--- src/verilog/gpio_pkg.sv ---
/*
  Constants shared by the port block: register offsets, field positions,
  reset values, output mode encodings and timing counts.
  Assumes a 32-bit APB slave with an 8-bit byte address.
*/
package gpio_pkg;

  // Port geometry: index 0, 1 and 2 stand for ports 0, 1 and 3
  localparam int PORT_W    = 8;
  localparam int NUM_PORTS = 3;
  localparam int NUM_PINS  = PORT_W * NUM_PORTS;

  // Register byte offsets
  localparam logic [7:0] REG_PORT0      = 8'h00;
  localparam logic [7:0] REG_PORT1      = 8'h04;
  localparam logic [7:0] REG_PORT3      = 8'h08;
  localparam logic [7:0] REG_MODE_LO0   = 8'h0c;
  localparam logic [7:0] REG_MODE_LO1   = 8'h10;
  localparam logic [7:0] REG_MODE_LO3   = 8'h14;
  localparam logic [7:0] REG_MODE_HI0   = 8'h18;
  localparam logic [7:0] REG_MODE_HI1   = 8'h1c;
  localparam logic [7:0] REG_MODE_HI3   = 8'h20;
  localparam logic [7:0] REG_CONFIG     = 8'h24;
  localparam logic [7:0] REG_RMW_CMD    = 8'h28;
  localparam logic [7:0] REG_RMW_RESULT = 8'h2c;

  // Reset values
  localparam logic [7:0] PORT0_RESET = 8'hff;
  localparam logic [7:0] PORT1_RESET = 8'hff;
  localparam logic [7:0] PORT3_RESET = 8'h03;
  localparam logic [7:0] MODE_RESET  = 8'h00;

  // Output modes as {pin_mode_select_high, pin_mode_select_low}
  localparam logic [1:0] MODE_QUASI      = 2'h0;
  localparam logic [1:0] MODE_INPUT_ONLY = 2'h1;
  localparam logic [1:0] MODE_PUSH_PULL  = 2'h2;
  localparam logic [1:0] MODE_OPEN_DRAIN = 2'h3;

  // Fixed-function pins (port index, bit)
  localparam int BUS_PORT       = 1;
  localparam int BUS_CLOCK_BIT  = 2;
  localparam int BUS_DATA_BIT   = 3;
  localparam int CLKOUT_PORT    = 2;
  localparam int CLKOUT_BIT     = 0;

  // Config register fields
  localparam int CFG_SCHMITT0   = 0;
  localparam int CFG_SCHMITT1   = 1;
  localparam int CFG_SCHMITT3   = 2;
  localparam int CFG_CLKOUT_EN  = 3;
  localparam int CFG_RC_SOURCE  = 4;

  // Read-modify-write command fields
  localparam int RMW_ARG_LSB    = 0;
  localparam int RMW_BIT_LSB    = 8;
  localparam int RMW_PORT_LSB   = 11;
  localparam int RMW_OP_LSB     = 13;
  localparam int RMW_CARRY_BIT  = 17;
  localparam int RMW_FLAG_BIT   = 8;

  localparam logic [3:0] OP_AND  = 4'h0;
  localparam logic [3:0] OP_OR   = 4'h1;
  localparam logic [3:0] OP_XOR  = 4'h2;
  localparam logic [3:0] OP_JBC  = 4'h3;
  localparam logic [3:0] OP_CPL  = 4'h4;
  localparam logic [3:0] OP_INC  = 4'h5;
  localparam logic [3:0] OP_DEC  = 4'h6;
  localparam logic [3:0] OP_DJNZ = 4'h7;
  localparam logic [3:0] OP_MOVC = 4'h8;
  localparam logic [3:0] OP_CLR  = 4'h9;
  localparam logic [3:0] OP_SET  = 4'ha;

  // Timing counts in peripheral clock cycles
  localparam int STRONG_PULLUP_CYCLES = 2;
  localparam int CLKOUT_DIVIDE        = 4;
  localparam int CLKOUT_HALF          = CLKOUT_DIVIDE / 2;

endpackage

--- src/verilog/gpio_port.sv ---
/*
  Configurable I/O port logic for ports 0, 1 and 3 with APB register access.
  Assumes pclk is also the internal RC oscillator clock, and that the pad
  resolves the pull and drive controls into a pin level fed back on pin_in.
  Fixed-function pin positions come from package constants.
*/
// The APB slave port and the register addresses are this design's own decisions.
// Functional notes
// - Two select bits per pin: 00 quasi, low-only input only, both open drain.
// - After reset every configurable pin is quasi-bidirectional.
// - Both bus pins ignore mode bits and stay open drain.
// - One select bit per port picks Schmitt or TTL inputs.
// - Clock output pin drives RC clock divided by four when enabled with the RC source bit set.
// - Quasi mode: very weak pull-up on whenever latch holds one.
// - Quasi mode: weak pull-up on only while sensed pin is high.
// - Quasi mode: latch rise turns strong pull-up on for two clocks.
// - Quasi mode: latch zero drives low strongly, one weakly apart from the strong pulse on a rise.
// - Read-modify-write reads the latch, modifies, writes latch back.
// - Latch read covers logic ops, jump-clear, complement, inc, dec, loops, bit moves.
// - Single-bit writes rewrite the whole latch byte, one bit altered.
// - Open drain: no pull-ups, pull-down only while latch is zero.
// - Push-pull: strong high while latch is one, low while zero.
`timescale 1ns/1ps
module gpio_port
  import gpio_pkg::*;
#(
  parameter int STRONG_CYCLES = STRONG_PULLUP_CYCLES
) (
  // APB clock and reset
  input  wire logic                pclk,
  input  wire logic                presetn,
  // APB slave
  input  wire logic                psel,
  input  wire logic                penable,
  input  wire logic                pwrite,
  input  wire logic [7:0]          paddr,
  input  wire logic [31:0]         pwdata,
  output logic      [31:0]         prdata,
  output logic                     pready,
  output logic                     pslverr,
  // Pin levels and drive, index port*8 + bit
  input  wire logic [NUM_PINS-1:0] pin_in,
  output logic      [NUM_PINS-1:0] pin_out,
  output logic      [NUM_PINS-1:0] pin_oe,
  // Pad driver controls
  output logic      [NUM_PINS-1:0] pull_down,
  output logic      [NUM_PINS-1:0] strong_pull_up,
  output logic      [NUM_PINS-1:0] weak_pull_up,
  output logic      [NUM_PINS-1:0] very_weak_pull_up,
  // Input buffer type, one bit per port
  output logic      [NUM_PORTS-1:0] schmitt_select
);

  // Wide enough to hold the pulse length
  localparam int STRONG_W = $clog2(STRONG_CYCLES + 1);
  localparam int DIV_W    = (CLKOUT_HALF > 1) ? $clog2(CLKOUT_HALF) : 1;
  localparam logic [STRONG_W-1:0] STRONG_LOAD = STRONG_W'(STRONG_CYCLES);
  localparam logic [DIV_W-1:0]    DIV_LAST    = DIV_W'(CLKOUT_HALF - 1);

  initial begin
    if (STRONG_CYCLES < 1) $error("STRONG_CYCLES must be at least one");
    if (CLKOUT_HALF < 1) $error("clock output divider too small");
    if (PORT_W != 8) $error("registers carry one byte per port");
    if (NUM_PORTS > 3) $error("command port field serves three ports");
  end

  typedef struct packed {
    // Software-visible registers
    logic [NUM_PORTS-1:0][PORT_W-1:0]   port_latch;
    logic [NUM_PORTS-1:0][PORT_W-1:0]   pin_mode_select_low;
    logic [NUM_PORTS-1:0][PORT_W-1:0]   pin_mode_select_high;
    logic [NUM_PORTS-1:0]               schmitt;
    logic                               clkout_en;
    logic                               rc_source;
    logic [8:0]                         rmw_result;

    // Pulse and divider timers
    logic [NUM_PINS-1:0][STRONG_W-1:0]  strong_cnt;
    logic [DIV_W-1:0]                   div_cnt;
    logic                               div_clk;

    // Bus response
    logic                               pready;
    logic                               pslverr;
    logic [31:0]                        prdata;

    // Pad drive
    logic [NUM_PINS-1:0]                pin_out;
    logic [NUM_PINS-1:0]                pin_oe;
    logic [NUM_PINS-1:0]                pull_down;
    logic [NUM_PINS-1:0]                strong_pull_up;
    logic [NUM_PINS-1:0]                weak_pull_up;
    logic [NUM_PINS-1:0]                very_weak_pull_up;
  } port_state_t;

  port_state_t         cur;
  port_state_t         next_cur;
  // Pin levels, four flops behind the pad
  logic [NUM_PINS-1:0] pin_level;

  pin_sync #(
    .WIDTH    (NUM_PINS)
  ) u_pin_sync (
    .pclk     (pclk),
    .presetn  (presetn),
    .async_in (pin_in),
    .level    (pin_level)
  );

  // Anything else answers with an error
  function automatic logic addr_mapped(input logic [7:0] addr);
    case (addr)
      REG_PORT0, REG_PORT1, REG_PORT3,
      REG_MODE_LO0, REG_MODE_LO1, REG_MODE_LO3,
      REG_MODE_HI0, REG_MODE_HI1, REG_MODE_HI3,
      REG_CONFIG, REG_RMW_CMD, REG_RMW_RESULT: addr_mapped = 1'b1;
      default:                                 addr_mapped = 1'b0;
    endcase
  endfunction

  // Operates on the latch byte, never on the pin levels
  function automatic logic [8:0] rmw_exec(input logic [3:0] op,
                                          input logic [7:0] val,
                                          input logic [7:0] arg,
                                          input logic [2:0] idx,
                                          input logic       carry);
    logic [7:0] res;
    logic       flag;
    res  = val;
    flag = 1'b0;
    case (op)
      OP_AND:  res = val & arg;
      OP_OR:   res = val | arg;
      OP_XOR:  res = val ^ arg;
      // Flag carries the old bit
      OP_JBC: begin
        flag     = val[idx];
        res[idx] = 1'b0;
      end
      OP_CPL:  res[idx] = ~val[idx];
      OP_INC:  res = val + 8'h01;
      OP_DEC:  res = val - 8'h01;
      // Flag set while the count is not zero
      OP_DJNZ: begin
        res  = val - 8'h01;
        flag = (res != 8'h00);
      end
      OP_MOVC: res[idx] = carry;
      OP_CLR:  res[idx] = 1'b0;
      OP_SET:  res[idx] = 1'b1;
      // Unknown op leaves the byte alone
      default: res = val;
    endcase
    return {flag, res};
  endfunction

  always_comb begin
    logic [31:0]         rd;
    logic [8:0]          rmw;
    logic [1:0]          rmw_port;
    logic [1:0]          mode;
    logic                lat;
    logic                rise;
    logic                quasi;
    logic                clk_pin;
    int                  i;

    rd       = 32'h0000_0000;
    rmw      = 9'h000;
    rmw_port = 2'h0;
    mode     = MODE_QUASI;
    lat      = 1'b0;
    rise     = 1'b0;
    quasi    = 1'b0;
    clk_pin  = 1'b0;
    i        = 0;
    next_cur = cur;

    // APB: data captured on the first access edge, completion on the next
    next_cur.pready = 1'b0;
    if (psel && penable && !cur.pready) begin
      case (paddr)
        // Port reads see the pins, not the latch
        REG_PORT0:      rd = {24'h000000, pin_level[0 +: PORT_W]};
        REG_PORT1:      rd = {24'h000000, pin_level[PORT_W +: PORT_W]};
        REG_PORT3:      rd = {24'h000000, pin_level[2*PORT_W +: PORT_W]};
        REG_MODE_LO0:   rd = {24'h000000, cur.pin_mode_select_low[0]};
        REG_MODE_LO1:   rd = {24'h000000, cur.pin_mode_select_low[1]};
        REG_MODE_LO3:   rd = {24'h000000, cur.pin_mode_select_low[2]};
        REG_MODE_HI0:   rd = {24'h000000, cur.pin_mode_select_high[0]};
        REG_MODE_HI1:   rd = {24'h000000, cur.pin_mode_select_high[1]};
        REG_MODE_HI3:   rd = {24'h000000, cur.pin_mode_select_high[2]};
        REG_CONFIG: begin
          rd[CFG_SCHMITT0]  = cur.schmitt[0];
          rd[CFG_SCHMITT1]  = cur.schmitt[1];
          rd[CFG_SCHMITT3]  = cur.schmitt[2];
          rd[CFG_CLKOUT_EN] = cur.clkout_en;
          rd[CFG_RC_SOURCE] = cur.rc_source;
        end
        REG_RMW_RESULT: rd = {23'h000000, cur.rmw_result};
        default:        rd = 32'h0000_0000;
      endcase
      next_cur.pready  = 1'b1;
      next_cur.prdata  = rd;
      // Unmapped: error flag, data zero
      next_cur.pslverr = !addr_mapped(paddr);
    end

    // Writes take effect only at the completing edge
    // Read-only and unmapped offsets are dropped
    if (psel && penable && cur.pready && pwrite) begin
      case (paddr)
        REG_PORT0:    next_cur.port_latch[0] = pwdata[7:0];
        REG_PORT1:    next_cur.port_latch[1] = pwdata[7:0];
        REG_PORT3:    next_cur.port_latch[2] = pwdata[7:0];
        REG_MODE_LO0: next_cur.pin_mode_select_low[0] = pwdata[7:0];
        REG_MODE_LO1: next_cur.pin_mode_select_low[1] = pwdata[7:0];
        REG_MODE_LO3: next_cur.pin_mode_select_low[2] = pwdata[7:0];
        REG_MODE_HI0: next_cur.pin_mode_select_high[0] = pwdata[7:0];
        REG_MODE_HI1: next_cur.pin_mode_select_high[1] = pwdata[7:0];
        REG_MODE_HI3: next_cur.pin_mode_select_high[2] = pwdata[7:0];
        REG_CONFIG: begin
          next_cur.schmitt[0] = pwdata[CFG_SCHMITT0];
          next_cur.schmitt[1] = pwdata[CFG_SCHMITT1];
          next_cur.schmitt[2] = pwdata[CFG_SCHMITT3];
          next_cur.clkout_en  = pwdata[CFG_CLKOUT_EN];
          next_cur.rc_source  = pwdata[CFG_RC_SOURCE];
        end
        REG_RMW_CMD: begin
          rmw_port = pwdata[RMW_PORT_LSB +: 2];
          // Port select 3 names no port and is dropped
          if (rmw_port < 2'(NUM_PORTS)) begin
            rmw = rmw_exec(pwdata[RMW_OP_LSB +: 4], cur.port_latch[rmw_port],
                           pwdata[RMW_ARG_LSB +: 8], pwdata[RMW_BIT_LSB +: 3],
                           pwdata[RMW_CARRY_BIT]);
            next_cur.port_latch[rmw_port] = rmw[7:0];
            // Result keeps the flag for software to poll
            next_cur.rmw_result           = rmw;
          end
        end
        default: ;
      endcase
    end

    // Clock output divider runs on pclk, the RC clock here
    // Free-running, so enabling it needs no restart
    if (cur.div_cnt == DIV_LAST) begin
      next_cur.div_cnt = '0;
      next_cur.div_clk = ~cur.div_clk;
    end else begin
      next_cur.div_cnt = cur.div_cnt + DIV_W'(1);
    end
    clk_pin = cur.clkout_en && cur.rc_source;

    // Drive decoded from next latch so pads follow writes at once
    for (int p = 0; p < NUM_PORTS; p++) begin
      for (int b = 0; b < PORT_W; b++) begin
        i    = p * PORT_W + b;
        lat  = next_cur.port_latch[p][b];
        rise = lat && !cur.port_latch[p][b];
        mode = {next_cur.pin_mode_select_high[p][b], next_cur.pin_mode_select_low[p][b]};
        // Bus pins stay open drain whatever is written
        if (p == BUS_PORT && (b == BUS_CLOCK_BIT || b == BUS_DATA_BIT)) begin
          mode = MODE_OPEN_DRAIN;
        end
        quasi = (mode == MODE_QUASI);

        // A latch drop ends the pulse so it never fights the pull-down
        if (!quasi) begin
          next_cur.strong_cnt[i] = '0;
        end else if (rise) begin
          next_cur.strong_cnt[i] = STRONG_LOAD;
        end else if (!lat) begin
          next_cur.strong_cnt[i] = '0;
        end else if (cur.strong_cnt[i] != '0) begin
          next_cur.strong_cnt[i] = cur.strong_cnt[i] - STRONG_W'(1);
        end

        next_cur.pull_down[i]         = 1'b0;
        next_cur.strong_pull_up[i]    = 1'b0;
        next_cur.weak_pull_up[i]      = 1'b0;
        next_cur.very_weak_pull_up[i] = 1'b0;
        case (mode)
          MODE_QUASI: begin
            next_cur.pull_down[i]         = !lat;
            next_cur.very_weak_pull_up[i] = lat;
            // An outside low turns the weak pull off
            next_cur.weak_pull_up[i]      = pin_level[i];
            next_cur.strong_pull_up[i]    = (next_cur.strong_cnt[i] != '0);
          end
          MODE_PUSH_PULL: begin
            next_cur.pull_down[i]      = !lat;
            next_cur.strong_pull_up[i] = lat;
          end
          MODE_OPEN_DRAIN: begin
            // No pull-up; needs an outside resistor
            next_cur.pull_down[i] = !lat;
          end
          // High impedance: every driver off
          MODE_INPUT_ONLY: ;
          default: ;
        endcase

        // Clock output overrides mode and latch
        if (p == CLKOUT_PORT && b == CLKOUT_BIT && clk_pin) begin
          next_cur.pull_down[i]         = !next_cur.div_clk;
          next_cur.strong_pull_up[i]    = next_cur.div_clk;
          next_cur.weak_pull_up[i]      = 1'b0;
          next_cur.very_weak_pull_up[i] = 1'b0;
        end

        // Only strong drive counts as driving; weak pulls go out separately
        next_cur.pin_oe[i]  = next_cur.pull_down[i] || next_cur.strong_pull_up[i];
        next_cur.pin_out[i] = next_cur.strong_pull_up[i];
      end
    end
  end

  // Drive stays off while reset is held
  always_ff @(posedge pclk or negedge presetn) begin
    if (!presetn) begin
      cur                      <= '0;
      cur.port_latch           <= {PORT3_RESET, PORT1_RESET, PORT0_RESET};
      cur.pin_mode_select_low  <= {MODE_RESET, MODE_RESET, MODE_RESET};
      cur.pin_mode_select_high <= {MODE_RESET, MODE_RESET, MODE_RESET};
    end else begin
      cur <= next_cur;
    end
  end

  // Every output comes straight from a register
  assign prdata            = cur.prdata;
  assign pready            = cur.pready;
  assign pslverr           = cur.pslverr;
  assign pin_out           = cur.pin_out;
  assign pin_oe            = cur.pin_oe;
  assign pull_down         = cur.pull_down;
  assign strong_pull_up    = cur.strong_pull_up;
  assign weak_pull_up      = cur.weak_pull_up;
  assign very_weak_pull_up = cur.very_weak_pull_up;
  assign schmitt_select    = cur.schmitt;

endmodule // gpio_port

--- src/verilog/pin_sync.sv ---
/*
  Three-stage pin synchroniser with agreement filter.
  Assumes asynchronous pin levels; the sampled level moves only when
  the second and third stages agree.
*/
`timescale 1ns/1ps
module pin_sync #(
  parameter int WIDTH = 24
) (
  // Clock and reset
  input  wire logic             pclk,
  input  wire logic             presetn,
  // Pins and sampled result
  input  wire logic [WIDTH-1:0] async_in,
  output logic      [WIDTH-1:0] level
);

  initial begin
    if (WIDTH < 1) $error("pin_sync needs at least one bit");
  end

  typedef struct packed {
    logic [WIDTH-1:0] stage1;
    logic [WIDTH-1:0] stage2;
    logic [WIDTH-1:0] stage3;
    logic [WIDTH-1:0] level;
  } sync_t;

  sync_t cur;
  sync_t next_cur;

  always_comb begin
    next_cur        = cur;
    next_cur.stage1 = async_in;
    next_cur.stage2 = cur.stage1;
    next_cur.stage3 = cur.stage2;
    // Glitch of one sample never reaches the level
    next_cur.level  = (cur.stage2 & cur.stage3) | (cur.level & (cur.stage2 ^ cur.stage3));
  end

  always_ff @(posedge pclk or negedge presetn) begin
    if (!presetn) begin
      cur <= '0;
    end else begin
      cur <= next_cur;
    end
  end

  assign level = cur.level;

endmodule // pin_sync

--- config.mk ---
export PLATFORM = sky130hd
export DESIGN_NAME = gpio_port
export DESIGN_NICKNAME = d
export VERILOG_FILES = /design/src/verilog/gpio_pkg.sv /design/src/verilog/gpio_port.sv /design/src/verilog/pin_sync.sv
export SDC_FILE = /design/constraint.sdc
export NUM_CORES = 1
export LEC_CHECK = 0
export BUFFER_PORTS_ARGS = -buffer_cell sky130_fd_sc_hd__buf_2
export CAP_MARGIN = 0
export CORE_MARGIN = 10
export CORE_UTILIZATION = 40
export DETAILED_ROUTE_END_ITERATION = 8
export SLEW_MARGIN = 10
export SYNTH_ARGS = -nofsm -noshare
export SYNTH_HDL_FRONTEND = slang
export SYNTH_HIERARCHICAL = 1
export SYNTH_SLANG_ARGS = --single-unit
--- constraint.sdc ---
create_clock -name pclk -period 6.3 [get_ports pclk]
set_clock_uncertainty 0.2 [all_clocks]
set_input_delay 0.315 -clock pclk [delete_from_list [all_inputs] [get_ports pclk]]
set_output_delay 0.315 -clock pclk [all_outputs]
set_load 0.01 [all_outputs]
== Yosys cells after proc, flatten, opt, wreduce, memory -nomap -nowiden ==
Cells that the tools add are included.
Storage, ports and cells
  register bits after elaboration: 376
  input port bits: 69
  output and inout bits: 181
  logic and storage cells: 573
Operators by class
  $add $sub $neg: 25
  magnitude comparators: 5
  equality and inequality tests: 65
  muxes and demuxes: 217
  bitwise operators: 12
  reduce and logical (&&, ||, !) cells: 198
Operators with widths (count)
  $mux W2: 88
  $eq A2 B2 Y1 const B: 44
  $mux W8: 11
  $reduce_bool A2 Y1: 44
  $mux W86: 1
  $mux W1: 76
  $pmux W8 S9: 1
  $reduce_or A3 Y1: 22
  $pmux W5 S11: 1
  $logic_not A1 Y1: 49
  $and A24 B24 Y24: 2
  $pmux W8 S2: 3
  $pmux W1 S2: 23
  $logic_not A2 Y1: 22
  $sub A2 B1 Y2 const B: 22
  $pmux W4 S10: 1
  $mux W34: 1
  $eq A8 B5 Y1 const B: 4
  $eq A8 B6 Y1 const B: 4
  $logic_and A1 B1 Y1: 29
  $bwmux W24: 1
  $mux W24: 1
  $or A24 B24 Y24: 1
  $xor A24 B24 Y24: 1
  34 further kinds: 70

== Depth between registers and ports, before layout ==
  depth after elaboration: 21
  depth in mapped cells: 13
  gate-level depth less buffers: 12

== By module ==
Netlist, hierarchy kept.
Modules (own cells, without submodules)
  gpio_port: times used 1, cells an instance 1366, area each 13644.3 um2, sequential area each 6403.6 um2
  pin_sync: times used 1, cells an instance 168, area each 3062.9 um2, sequential area each 2402.3 um2

== Worst setup path after synthesis ==
No wires, ideal clock.
  path kind: in2reg
  start point: in pwdata[11]
  end point: reg cur (netlist bit pull_down[2])
  library setup time: 0.067 ns
  arrival: 2.691 ns
  data required time: 6.033 ns
  path slack: 3.341 ns
  cell stages on the path: 13
  buffers on the path: 1
  path through: buf_6 > mux2i_2 > a2bb2oi_4 > inv_2 > ha_1 > inv_1 > o22a_1 > mux2i_1 > a211oi_1 > a21oi_1 > o21bai_1 > a31oi_1 > and2_1
RTL lines
  from (decl): line gpio_port.sv:37  | input wire logic [31:0] pwdata,
  to (signal assigned): line gpio_port.sv:327  | cur <= next_cur;
  to (decl): line gpio_port.sv:96  | port_state_t cur;

==> flow_summary.ini <==
[global_routing]
grt_max_degree = 163
grt_antenna_before_repair = 9
grt_pass1_wl_um = 73730
grt_overflow = 0
grt_util_all_layers_pct = 19.16
grt_pass1_vias = 11661

[clock_network]
clockRootBuffer = clkbuf_16
clk_pin_slew_ps = 60
clockBufferDepth = 3
worstSkewPairLatency_ps = 550
post-cts-setup-buffer-count = 0
cts_tree = built
cts_hold_buf = 28
cts.sinks = 351
cts_htree_levels = 2
cts_resized = 0
numCtsBuffers = 38

[critical_path]
worstSetupEndpointType = register
critPathRequiredTime_ps = 6560
cp.arrival_ps = 4180
start_kind = register
cp_max_fo = 11
path_class = register to register

[logic_synthesis]
synth_warnings = 6
synth-simple-area-share_pct = 12.51
synth_compound_area_share_pct = 14.84
synthXorXnorAreaFrac_pct = 0.7863
synth_ff_type = dfrtp_1
mappedNetlistArea_mm2 = 0.01671
netlist_instances = 1534
ys_seq_elements = 351
ys_seq_area_share_pct = 52.71
synth_top_family_by_area = compound AO/OA/AOI/OAI gates
synthAdderAreaFrac_pct = 2.082
synth_mux_area_share_pct = 4.673
synth-async-reset-ratio_pct = 100.0
synth_edf_count = 0
synth.distinct_cells = 95
synth.avg_cell_area_um2 = 10.89

[timing]
setup_tns_ps = 0
fin_hold_ws_ps = 135.6
rsz0062_at_grt = no
finalHoldViolCount = 0
fmax_ghz = 0.2551
setup_violations = 0
max-slew-margin-rel_pct = 15.98
timing.final.crit_share_pct = 62.22
maxSlewViolCount = 0
tightest_slew_ps = 1256
fin_crit_ps = 3920

[drt]
drtIter0Drc = 1076
vias_per_cell = 5.453
drtAntennaViolNets = 0
wl_um = 49240
routedWlPerCell_um = 22.90
dr.pass1.iters = 5
vias = 11724
drc = 0

[placed_design]
place_area_mm2 = 0.01684
io_buffers = 204
place_congestion = 0.8722
dp_hpwl_um = 35750

[finish]
fin_nets = 1686
fin_area_mm2 = 0.01827
drive_above_1_share_pct = 21.55
fin_util_pct = 44.44
syn_to_final_growth_pct = 9.346

[die]
core_area_mm2 = 0.04111
fp.dieW_um = 224.4
start_util_pct = 40.64
die_y_um = 224.4
rows = 74
pin_count = 250
die_area_mm2 = 0.05034

[min_path]
hp-class = register to register

[power_and_ir_drop]
pwr_density_cell_mw_per_mm2 = 261.2
vdd_drop_max_mv = 0.1583
finalPower_mw = 4.772
p_leak_nw = 8.998

[run]
maxCapViolCount = 0

[run_status]
status = finished, final reports clean
[final timing paths]
path / start / endpoint / slack [ps] / cells past startpoint
hold reg to reg: u_pin_sync/cur[83] / u_pin_sync/cur[59] / 140 / 0
min in group asynchronous: presetn / u_pin_sync/cur[37] / 220 / 2
setup / recovery: cur[305] / pull_down[15] / 2380 / 8
max in group asynchronous: presetn / u_pin_sync/cur[88] / 4150 / 3
setup reg to reg: cur[305] / pull_down[15] / 2380 / 8
hold / removal: u_pin_sync/cur[83] / u_pin_sync/cur[59] / 140 / 0
[state kept, by name, indices dropped and copies added, names as in the netlist, 22 cells and up]
name / count
cur: 129
pin_oe: 22
pull_down: 24
strong_pull_up: 22
u_pin_sync/cur: 72
u_pin_sync/level: 24
very_weak_pull_up: 22
weak_pull_up: 22
[critical path, stage by stage, from the launching register on]
cell,delay (ps)
dfstp_2,400
mux2i_1,260
a2bb2oi_1,750
o21ai_0,220
a221oi_1,320
and3_1,240
a32oi_2,280
a222oi_1,890
a21boi_1,260
[final cells by class]
cell class | count | area (um2)
fillers | 3908 | 22840
flip-flops and latches | 351 | 8806
multi-input cells | 877 | 5946
repair buffers | 243 | 1406
clock buffers | 56 | 1079
well taps | 532 | 665.6
inverters | 79 | 296.5
clock inverters | 9 | 62.56
diodes | 3 | 7.507
[where the power goes]
group | total [mW] | internal [mW] | switching (mW) | leakage [nW]
registers | 2.37 | 2.33 | 0.0433 | 4.32
clock network | 2.08 | 1.19 | 0.891 | 0.560
logic | 0.328 | 0.112 | 0.216 | 4.11
total | 4.77 | 3.62 | 1.15 | 9.00
[through the flow]
| stage | cells | worst slack, ps |
|---|---|---|
| 5_1_grt | 2147 | 2137 |
| 6_report | 2150 | 2380 |
| 3_3_place_gp | 2054 | 2001 |
| 2_1_floorplan | 1564 | 3341 |
| 4_1_cts | 2147 | 2388 |
| 3_5_place_dp | 2054 | 1921 |
[synthesized netlist by cell type (all sizes together) (24+ instances only)]
library cell  number  share of area [%]
dfrtp            333                 50
inv               79                1.8
mux2i             43                2.7
nor3              27               0.88
ha                27                2.0
a21o              31                1.4
a22oi             26                1.2
and3              27                1.0
nor2              96                2.2
a21oi             46                1.4
mux2              29                2.0
nand2            111                2.5
o21ai             53                1.6
a211oi            24                1.1
buf              225                9.9
clkbuf            32               0.72
[logic make-up after synthesis]
| kind of cell | after synthesis |
|---|---|
| XOR/XNOR | 15 |
| buffers and inverters | 336 |
| multiplexers | 72 |
| flip-flops | 351 |
| adder cells (fa/ha/maj) | 28 |
| AND/OR/NAND/NOR | 401 |
| other | 1 |
| AO/OA/AOI/OAI | 330 |
[per-layer routing]
layer  track usage, %  routed length [um]  share of wire [%]
met5                0                  73               0.15
met4            6.427                1482                3.0
met3            5.348                4264                8.7
met2            29.61               22240                 45
met1            25.51               21180                 43
[placed cells by master (no fill, tap or decap), types with 31 or more instances in the layout]
cell type,synthesis,final
dfrtp_1,333,333
nor2_1,94,94
buf_2,18,203
inv_1,77,77
a21o_1,31,31
mux2i_1,40,40
conb_1,1,31
clkbuf_16,0,38
a21oi_1,45,45
nand2_1,111,111
o21ai_0,44,44
Power figures use the tool's default switching activity.
